### src/addr_map_cfg.svh
// Address map constants for the code/data address decoder
`ifndef ADDR_MAP_CFG_SVH
`define ADDR_MAP_CFG_SVH

`define WAIT_CTRL_OFS       8'ha7
`define WAIT_CTRL_RESET     8'h00
`define RT_WAIT_EN_BIT      0
`define WAIT_CLK_EN_BIT     1
`define CODE_ROM_BASE       24'hff0000
`define CODE_ROM_LAST       24'hff7fff
`define CODE_PREFETCH_LO    24'hff7ff8
`define SEG_FF_LAST         24'hffffff
`define SEG_FE_LAST         24'hfeffff
`define SEG_01_LAST         24'h01ffff
`define RESET_VECTOR        24'hff0000
`define SEG_00_BASE         24'h000000
`define REG_AREA_LAST       24'h00001f
`define RAM_BASE            24'h000020
`define RAM_LAST            24'h00041f
`define BIT_AREA_LO         24'h000020
`define BIT_AREA_HI         24'h0000ff
`define MIRROR_LO           24'h00c000
`define MIRROR_HI           24'h00ffff
`define MIRROR_EXT_BASE     24'hff4000
`define RD_RANGE_64K        2'h3

`endif

### src/addr_map_pkg.sv
// Types shared by the address decoder
package addr_map_pkg;

    typedef enum logic [1:0] {
        TGT_EXTERNAL = 2'b00,
        TGT_ROM      = 2'b01,
        TGT_RAM      = 2'b10,
        TGT_REGFILE  = 2'b11
    } target_t;

    typedef struct packed {
        logic        code_space;
        logic        is_fetch;
        logic [23:0] addr;
    } access_t;

    typedef struct packed {
        target_t     target;
        logic [23:0] local_addr;
        logic        bit_addressable;
        logic        prefetch_hazard;
    } decode_t;

endpackage

### src/code_data_address_map.sv
// Code and data address decoder with PC wrap, page-mode muxing and wait support
// What this block does
// - With external access high, 32 KB ROM sits at bottom of FF:, rest external.
// - With external access low, every code fetch goes external.
// - Fetches from the last eight ROM bytes may prefetch externally above FF:7FFF.
// - PC passing end of FF: wraps to FF:0000.
// - PC passing end of FE: continues at FF:0000.
// - PC passing end of 01: wraps to start of 00:.
// - 1 KB data RAM sits just above the 32-byte register area.
// - RAM from 20h to FFh is bit addressable.
// - Code-space accesses never reach data RAM.
// - Mirror bit cleared maps upper 16 KB of ROM into top of region 00:.
// - Mirror with external access low goes to FF:4000-FF:7FFF externally.
// - Mirror bit set hides ROM from region 00:.
// - Data accesses with no on-chip memory go external.
// - Page mode: port 0 low address, port 2 high address and data.
// - Real-time wait enable lets the wait input stretch bus cycles.
// - Wait clock enable gives half-oscillator square wave on wait clock pin.
// - Program-store strobe asserted over range picked by two read-range bits.
//
// The strobed register port was chosen for this implementation.
`timescale 1ns/100ps
`include "addr_map_cfg.svh"
module code_data_address_map
    import addr_map_pkg::*;
(
    input  wire logic        core_clk,
    input  wire logic        rst_n,
    // Register port
    input  wire logic [7:0]  reg_addr,
    input  wire logic [7:0]  reg_wdata,
    input  wire logic        reg_wr,
    input  wire logic        reg_rd,
    output logic      [7:0]  reg_rdata,
    // Configuration levels
    input  wire logic        external_access_select_n,
    input  wire logic        code_mirror_disable,
    input  wire logic        read_range_select_lo,
    input  wire logic        read_range_select_hi,
    input  wire logic        page_mode,
    // Core access request
    input  wire logic        acc_valid,
    input  wire access_t     acc,
    input  wire logic        acc_write,
    input  wire logic [7:0]  acc_wdata,
    // Program counter increment
    input  wire logic        pc_step,
    input  wire logic [23:0] pc_in,
    output logic      [23:0] pc_next,
    // Decode result
    output decode_t          dec,
    output logic             ext_cycle,
    output logic             bus_stall,
    // External bus pins
    output logic      [7:0]  port0_out,
    output logic             port0_oe,
    output logic      [7:0]  port2_out,
    output logic             port2_oe,
    output logic             program_store_strobe_n,
    input  wire logic        wait_n,
    output logic             wait_clk
);

    ////////////////////////////////////////////////////////////////////////
    // Decode helpers

    function automatic logic in_range(input logic [23:0] a, input logic [23:0] lo,
                                      input logic [23:0] hi);
        in_range = (a >= lo) && (a <= hi);
    endfunction

    function automatic decode_t decode(input access_t r, input logic ea_n,
                                       input logic mirror_off);
        decode_t d;
        d = '{target: TGT_EXTERNAL, local_addr: r.addr, bit_addressable: 1'b0,
              prefetch_hazard: 1'b0};
        if (r.code_space) begin
            // Data RAM never visible here
            if (ea_n && in_range(r.addr, `CODE_ROM_BASE, `CODE_ROM_LAST)) begin
                d.target     = TGT_ROM;
                d.local_addr = r.addr - `CODE_ROM_BASE;
                // Only instruction fetches prefetch past the ROM end
                d.prefetch_hazard = r.is_fetch &&
                    in_range(r.addr, `CODE_PREFETCH_LO, `CODE_ROM_LAST);
            end
            // External access low leaves target external
        end else begin
            if (r.addr <= `REG_AREA_LAST) begin
                d.target = TGT_REGFILE;
            end else if (in_range(r.addr, `RAM_BASE, `RAM_LAST)) begin
                d.target          = TGT_RAM;
                d.local_addr      = r.addr - `RAM_BASE;
                d.bit_addressable = in_range(r.addr, `BIT_AREA_LO, `BIT_AREA_HI);
            end else if (!mirror_off && in_range(r.addr, `MIRROR_LO, `MIRROR_HI)) begin
                if (ea_n) begin
                    d.target     = TGT_ROM;
                    d.local_addr = r.addr - `MIRROR_LO + (`MIRROR_EXT_BASE - `CODE_ROM_BASE);
                end else begin
                    d.local_addr = r.addr - `MIRROR_LO + `MIRROR_EXT_BASE;
                end
            end
            // Mirror set or unmapped: stays external
        end
        return d;
    endfunction

    ////////////////////////////////////////////////////////////////////////
    // Combinational decode, no added bus cycles

    decode_t next_dec;
    always_comb begin
        next_dec = decode(acc, external_access_select_n, code_mirror_disable);
    end

    logic [23:0] next_pc;
    always_comb begin
        next_pc = pc_in + 24'h000001;
        if (pc_in == `SEG_FF_LAST) begin
            next_pc = `RESET_VECTOR;
        end else if (pc_in == `SEG_FE_LAST) begin
            next_pc = `RESET_VECTOR;
        end else if (pc_in == `SEG_01_LAST) begin
            next_pc = `SEG_00_BASE;
        end
    end

    ////////////////////////////////////////////////////////////////////////
    // Wait state control register

    logic [7:0] wait_state_control;
    always_ff @(posedge core_clk) begin
        if (!rst_n) begin
            wait_state_control <= `WAIT_CTRL_RESET;
        end else if (reg_wr && reg_addr == `WAIT_CTRL_OFS) begin
            wait_state_control <= reg_wdata;
        end
    end

    always_ff @(posedge core_clk) begin
        if (!rst_n) begin
            reg_rdata <= 8'h00;
        end else if (reg_rd) begin
            reg_rdata <= (reg_addr == `WAIT_CTRL_OFS) ? wait_state_control : 8'h00;
        end else begin
            reg_rdata <= 8'h00;
        end
    end

    logic realtime_wait_enable;
    logic wait_clock_enable;
    assign realtime_wait_enable = wait_state_control[`RT_WAIT_EN_BIT];
    assign wait_clock_enable    = wait_state_control[`WAIT_CLK_EN_BIT];

    wait_clk_div u_wait_clk (
        .core_clk (core_clk),
        .rst_n    (rst_n),
        .enable   (wait_clock_enable),
        .wait_clk (wait_clk)
    );

    ////////////////////////////////////////////////////////////////////////
    // Registered outputs

    logic ext_now;
    assign ext_now = acc_valid && next_dec.target == TGT_EXTERNAL;

    always_ff @(posedge core_clk) begin
        if (!rst_n) begin
            dec       <= '{target: TGT_EXTERNAL, local_addr: 24'h000000,
                           bit_addressable: 1'b0, prefetch_hazard: 1'b0};
            ext_cycle <= 1'b0;
        end else begin
            dec       <= next_dec;
            ext_cycle <= ext_now;
        end
    end

    always_ff @(posedge core_clk) begin
        if (!rst_n) begin
            pc_next <= `RESET_VECTOR;
        end else if (pc_step) begin
            pc_next <= next_pc;
        end
    end

    // Stretch only external cycles, and only when enabled
    always_ff @(posedge core_clk) begin
        if (!rst_n) begin
            bus_stall <= 1'b0;
        end else begin
            bus_stall <= realtime_wait_enable && ext_now && !wait_n;
        end
    end

    // Read-range select, external code space only: 11 and 10 strobe every access, 01 only with addr[16] low, 00 only with addr[17] low
    logic strobe_hit;
    always_comb begin
        strobe_hit = 1'b0;
        if (ext_now && acc.code_space) begin
            case ({read_range_select_hi, read_range_select_lo})
                `RD_RANGE_64K: strobe_hit = 1'b1;
                2'h2:          strobe_hit = 1'b1;
                2'h1:          strobe_hit = !acc.addr[16];
                2'h0:          strobe_hit = !acc.addr[17];
                default:       strobe_hit = 1'b0;
            endcase
        end
    end

    always_ff @(posedge core_clk) begin
        if (!rst_n) begin
            program_store_strobe_n <= 1'b1;
        end else begin
            program_store_strobe_n <= !strobe_hit;
        end
    end

    // Page mode keeps address low bits on port 0 for the whole cycle
    always_ff @(posedge core_clk) begin
        if (!rst_n) begin
            port0_out <= 8'h00;
            port0_oe  <= 1'b0;
            port2_out <= 8'h00;
            port2_oe  <= 1'b0;
        end else if (ext_now) begin
            port0_out <= page_mode ? acc.addr[7:0] :
                         (acc_write ? acc_wdata : acc.addr[7:0]);
            port0_oe  <= page_mode || acc_write || 1'b1;
            port2_out <= (page_mode && acc_write) ? acc_wdata : acc.addr[15:8];
            port2_oe  <= 1'b1;
        end else begin
            port0_oe  <= 1'b0;
            port2_oe  <= 1'b0;
        end
    end

endmodule

### src/wait_clk_div.sv
// Half-rate wait clock generator
`timescale 1ns/100ps
module wait_clk_div (
    input  wire logic core_clk,
    input  wire logic rst_n,
    input  wire logic enable,
    output logic      wait_clk
);
    // Toggles each cycle, giving half the oscillator rate
    always_ff @(posedge core_clk) begin
        if (!rst_n || !enable) begin
            wait_clk <= 1'b0;
        end else begin
            wait_clk <= ~wait_clk;
        end
    end
endmodule
### config.mk
export PLATFORM = sky130hd
export DESIGN_NAME = code_data_address_map
export DESIGN_NICKNAME = d
export VERILOG_FILES = /design/src/addr_map_pkg.sv /design/src/code_data_address_map.sv /design/src/wait_clk_div.sv
export VERILOG_INCLUDE_DIRS = /design/src
export SDC_FILE = /design/constraint.sdc
export NUM_CORES = 1
export LEC_CHECK = 0
export BUFFER_PORTS_ARGS = -buffer_cell sky130_fd_sc_hd__buf_4
export CAP_MARGIN = 40
export CORE_MARGIN = 3
export CORE_UTILIZATION = 50
export CTS_CLUSTER_SIZE = 40
export DETAILED_ROUTE_END_ITERATION = 6
export GPL_TIMING_DRIVEN = 0
export PLACE_DENSITY = 0.87
export REMOVE_ABC_BUFFERS = 1
export SLEW_MARGIN = 40
export SYNTH_ARGS = -nofsm -noshare
export SYNTH_HDL_FRONTEND = slang
export SYNTH_HIERARCHICAL = 1
export SYNTH_SLANG_ARGS = --single-unit
### constraint.sdc
create_clock -name core_clk -period 3.7 [get_ports core_clk]
set_clock_uncertainty 0.15 [all_clocks]
set_input_delay 1.11 -clock core_clk [delete_from_list [all_inputs] [get_ports core_clk]]
set_output_delay 1.11 -clock core_clk [all_outputs]
set_load 0.03 [all_outputs]
Word level (Yosys, flattened, before mapping)
Index checks and enable logic that the tools add are counted.

Register bits: 89. Bits of input ports: 87. Output and inout port bits: 82. Logic and storage cells: 85.

Equality and inequality tests: 7. Bitwise logic cells: 3. Order comparisons: 9. Mux-type cells: 18. Reductions and logical operators: 28. $add $sub $neg: 6.

Operators with widths (count): 24-bit two-way mux (4); 26-bit two-way mux (3); 25-bit two-way mux (2); 24-bit equality test, second input constant (2); 24-bit greater-or-equal comparator, second input constant (2); 24-bit by 1-bit adder with 24-bit output, second input constant (1); 24-bit by 15-bit adder with 24-bit output, second input constant (1); 24-bit adder, second input constant (1); 24-bit by 17-bit equality test with 1-bit output, second input constant (1); 24-bit by 16-bit greater-or-equal comparator with 1-bit output, second input constant (1); 24-bit by 6-bit greater-or-equal comparator with 1-bit output, second input constant (1); 24-bit by 11-bit less-or-equal comparator with 1-bit output, second input constant (1); 24-bit by 16-bit less-or-equal comparator with 1-bit output, second input constant (1); 24-bit less-or-equal comparator, second input constant (1); 24-bit by 5-bit less-or-equal comparator with 1-bit output, second input constant (1); 24-bit by 8-bit less-or-equal comparator with 1-bit output, second input constant (1); 8-bit two-way mux (3); 24-bit by 16-bit subtractor with 24-bit output, second input constant (1); 24-bit subtractor, second input constant (1); 24-bit by 6-bit subtractor with 24-bit output, second input constant (1); 1-bit logical AND (14); 8-bit equality test, second input constant (1); 1-bit zero test (7); 3-bit AND reduction (2); other kinds (10) (17).

Longest topological paths before layout
Depth in word-level cells: 12. Gate-level depth with buffers: 13. Mapped depth without buffers: 12.

Modules after synthesis
The synthesis kept the hierarchy.

Modules (own cells, without submodules): code_data_address_map (cells each 548, area each 4670.7 um^2, instances 1, seq. area each 1741.7 um^2); wait_clk_div (cells each 2, area each 28.8 um^2, instances 1, seq. area each 20.0 um^2).

Worst setup path before layout
OpenSTA, ideal clock, no wires.

Kind: input to register. From: input acc[16] in the netlist's numbering. To: register program_store_strobe_n. Required time: 3.418 ns. Arrival: 3.202 ns. Slack: 0.216 ns. Cell stages on the path: 11. Buffers on the path: 2. Library setup time: 0.132 ns. Cells stage by stage: clkbuf_1 -> inv_1 -> ha_1 -> and4bb_2 -> nand4_1 -> or2_2 -> o21a_1 -> o31ai_2 -> a21o_1 -> buf_6 -> or3_2.

Longest elaborated chain between the ends: 12. Elaborated cells between the ends (all ways): 24. Classes of those cells: order compare: 7; mux: 7; reduce/logical: 10.

Ends and longest elaborated chain: start: declaration (line code_data_address_map.sv:43) `input wire access_t acc,`; 24-bit by 16-bit greater-or-equal comparator with 1-bit output / 24-bit by 16-bit less-or-equal comparator with 1-bit output (equally long branches) (line code_data_address_map.sv:69) `in_range = (a >= lo) && (a <= hi);`; 1-bit logical AND (line code_data_address_map.sv:69); 1-bit logical AND (line code_data_address_map.sv:94) `` end else if (!mirror_off && in_range(r.addr, `MIRROR_LO, `MIRROR_HI)) begin ``; 26-bit two-way mux (line code_data_address_map.sv:94); 26-bit two-way mux (line code_data_address_map.sv:90) `` end else if (in_range(r.addr, `RAM_BASE, `RAM_LAST)) begin ``; 2-bit two-way mux (line code_data_address_map.sv:88) `` if (r.addr <= `REG_AREA_LAST) begin ``; 26-bit two-way mux (line code_data_address_map.sv:77) `if (r.code_space) begin`; 2-bit zero test (line code_data_address_map.sv:165) `assign ext_now = acc_valid && next_dec.target == TGT_EXTERNAL;`; 1-bit logical AND (line code_data_address_map.sv:165); 1-bit logical AND (line code_data_address_map.sv:199) `if (ext_now && acc.code_space) begin`; 1-bit two-way mux * (line code_data_address_map.sv:199); 1-bit zero test * (line code_data_address_map.sv:214) `program_store_strobe_n <= !strobe_hit;`; end signal: assignment (line code_data_address_map.sv:214); end: declaration (line code_data_address_map.sv:59) `output logic program_store_strobe_n,`.

Mark *: on every way between the ends. The rest lies on a longest branch, timed or not. A chain may end at the register's enable or synchronous reset.

Final worst setup path
From: input acc[14] in the netlist's numbering. To: register dec[25] in the netlist's numbering.

Longest elaborated chain between the ends: 7. Elaborated cells between the ends (all ways): 23. Classes of those cells: add/sub: 5; order compare: 7; mux: 6; reduce/logical: 5.

Ends and longest elaborated chain: 24-bit by 16-bit subtractor with 24-bit output (no source line), or another cell as far along; 24-bit adder (no source line), or another cell as far along; 24-bit two-way mux / 1-bit logical AND (equally long branches) (line code_data_address_map.sv:95, code_data_address_map.sv:94); 26-bit two-way mux (line code_data_address_map.sv:94); 26-bit two-way mux (line code_data_address_map.sv:90); 25-bit two-way mux (line code_data_address_map.sv:88); 26-bit two-way mux * (line code_data_address_map.sv:77); end signal: assignment (line code_data_address_map.sv:169) `dec <= '{target: TGT_EXTERNAL, local_addr: 24'h000000,`; end signal: assignment (line code_data_address_map.sv:173) `dec <= next_dec;`; end: declaration (line code_data_address_map.sv:51) `output decode_t dec,`.

Marked as above.

==> qor.yml <==
synth-adder-area-share_pct: 4.53
route.antenna.remaining_nets: 0
crit-reg2reg-capture: "pc_next[21]"
fin_util_pct: 69.3
routedWlPerCell_um: 16.1
num_rows: 34
h-tree-depth: 3
timing.hold.ws_ps: 310
vias_per_cell: 5.70
area_growth_syn_to_layout_pct: 31.8
synth_cell_types: 61
post-route-min-period_ps: 3380
synthMostInstantiatedCell: "dfxtp_1"
timing.hold.worst_endpoint: "reg_rdata[7]"
iteration_0_drc_count_of_the_detailed_router: 271
cts_resized: 0
yosysWarningCount: 6
mappedNetlistArea_um2: 4700
clock_insertion_delay_at_the_later_pin_of_the_skew_report_ps: 350
number_of_global_route_vias_before_repair: 4436
finish.cell_count_without_fillers: 817
nets: 809
firstDrtPassIters: 5
clock.fmax_mhz: 296
startpoint_kind_of_the_worst_setup_timing_path: "input pin"
worst_setup_path_startpoint: "acc[14]"
syn_area_per_cell_um2: 8.54
total_via_count_after_detailed_routing: 4658
synth_cells: 550
dieHeight_um: 103
cell_count_after_placement: 802
dieWidth_um: 103
final_layout_size_suffix_gt1_share_pct: 30.3
start_util_pct: 52.6
synthSimpleGateAreaFrac_pct: 25.8
timing_worst_slew_pin_value_ps: 808
synth_largest_type_area_fraction_pct: 37.5
grt_setup_unrepaired: "false"
arrival_ps: 3470
hold_viol: 0
synth_top_family_by_area: "simple AND/OR/NAND/NOR gates"
design.die.area_um2: 10600
worst-endpoint-required_ps: 3790
yosys.area_share.xor_xnor_pct: 7.45
finalWeightedCongestion: 0.867
pint_w: 0.00162
finalSetupViolations: 0
synthFlopType: "dfxtp_1"
placedInstanceArea_um2: 5960
synth_compound_area_share_pct: 11.4
vdd.ir_drop.worst_v: 0.000267
wire_length_of_the_first_global_routing_pass_um: 20900
postCtsSetupBuffers: 0
power_leakage_nw: 2.81
r2r_slack_ps: 2760
ff_latch_count_synth: 88
drcViolationCount: 0
ys_top_cells_by_count: "88 x dfxtp_1, 69 x nand2_1, 67 x nor2_1, 27 x a21oi_1, 25 x mux2i_1"
worstPathCellList: "buf_4 > ha_1 > inv_1 > nand2_1 > xnor2_1 > ha_1 > or3_1 > o2111ai_1 > a21oi_1 > a21o_1 > a21oi_1 > xnor2_1 > o21ai_0"
number_of_antenna_violations_at_the_first_check_in_global_routing: 0
timing_worst_setup_path_type: "in2reg"
critPathMaxStageDelay_ps: 350
total_cts_buffers: 9
ant_diodes: 0
power.combinational.fraction_pct: 22.9
clockPowerShare_pct: 33.1
status: "complete, no violations"
track_usage_pct: 24.6
overflow_left_after_global_routing: 0
total_power_w: 0.00229
hp-start: "wait_state_control[7]"
port-buffer-count: 168
fp.coreArea_um2: 8930
synth.top_cells.by_area: "dfxtp_1 37%, nand2_1 5.5%, nor2_1 5.4%"
r2r_cells: 2
worstHoldPathCells: 1
largest_net_degree_at_the_start_of_global_routing: 52
finalMaxSlewViolations: 0
share_seq_of_total_power_pct: 44.1
max-cap-violations: 0
hold_buffers: 0
yosys.area.top_type: "dfxtp_1"
cpMaxStageDelayCell: "or3_1"
clk_pin_slew_ps: 90
crit_path_end_kind: "register"
total_switching_power_w: 0.000678
crit_fanout: 11
max-slew-margin-rel_pct: 46.0
drt-total-wl_um: 13100
cts_tree: "done"
synth_seq_area_share_pct: 37.5
filler_cell_count: 689
synthMuxAreaShare_pct: 8.92
post-dp-hpwl_um: 10200
i_o_pins: 169
r2r-start: "pc_next[21]"
cts.root.buffer_cell: "clkbuf_8"
power.density_nw_per_um2: 370
switching_share_pct: 29.5
clk_path_buf_depth: 2
clkSinkCount: 88
finalCritPeriodShare_pct: 91.2
synth_enable_flop_cells: 0
timing.hold.worst.class: "reg2reg"
async_flop_share_pct: 0
post-route-cell-area_um2: 6190
[per-layer routing]
layer,up-vias,track usage [%],wire (um)
met3,38,6.02,1240
met1,2150,29.8,5230
met5,-,0,0
li1,2234,-,-
met4,0,10.4,371
met2,236,41.7,6290
[kinds of logic after synthesis]
family	after synthesis
compound gates	82
simple gates	240
xor+xnor	40
mux	40
flops	88
buf+inv	43
fa+ha+maj	17
[cell type report]
class	count	area [um^2]	area share, %
Multi-Input combinational cell	419	2740	44.3
Sequential cell	88	1760	28.4
Timing Repair Buffer	168	1260	20.4
Clock buffer	10	138	2.22
Tap cell	108	135	2.18
Clock inverter	5	86.3	1.39
Inverter	19	71.3	1.15
[worst max path at each step]
stage,end,slack (ps)
floorplan,port0_out[0],150
global placement,port0_out[2],-390
detailed placement,port2_out[4],-140
CTS,port2_out[6],230
global route,port2_out[6],150
finish,dec[25],320
[stage by stage]
stage | setup TNS, ps | setup slack, ps
after CTS | 0 | 229
after global routing | 0 | 151
after global placement | -9050 | -390
after floorplan | 0 | 146
after detailed placement | -2060 | -143
final | 0 | 325
[cells in the final DEF (no fill, tap or decap), types with 18 or more instances in the layout]
| master | Yosys | routed |
|---|---|---|
| a21oi_1 | 27 | 27 |
| buf_4 | 2 | 168 |
| dfxtp_1 | 88 | 88 |
| inv_1 | 19 | 18 |
| mux2i_1 | 25 | 25 |
| nand2_1 | 69 | 69 |
| nor2_1 | 67 | 67 |
| xnor2_1 | 21 | 21 |
| xor2_1 | 19 | 19 |
[flip-flops by register name, indices dropped and copies added, names as in the netlist]
name                    flops
dec                        28
pc_next                    24
port0_out                   8
port2_out                   8
reg_rdata                   8
wait_state_control          8
bus_stall                   1
ext_cycle                   1
program_store_strobe_n      1
u_wait_clk/wait_clk         1
[critical path, delay by kind of cell]
kind            cells  cell delay [ps]
buf+inv             2              270
fa+ha+maj           2              490
xor+xnor            2              260
compound gates      5              900
simple gates        2              430
[power by group through the flow]
| stage | sequential (W) | clock, W | combinational, W |
|---|---|---|---|
| floorplan | 0.00112 | 0 | 0.000194 |
| global placement | 0.00103 | 0 | 0.000505 |
| detailed placement | 0.00103 | 0 | 0.000520 |
| CTS | 0.00101 | 0.000771 | 0.000522 |
| global route | 0.00102 | 0.000818 | 0.000566 |
| finish | 0.00101 | 0.000758 | 0.000525 |
(Power assumes the default switching activity.)
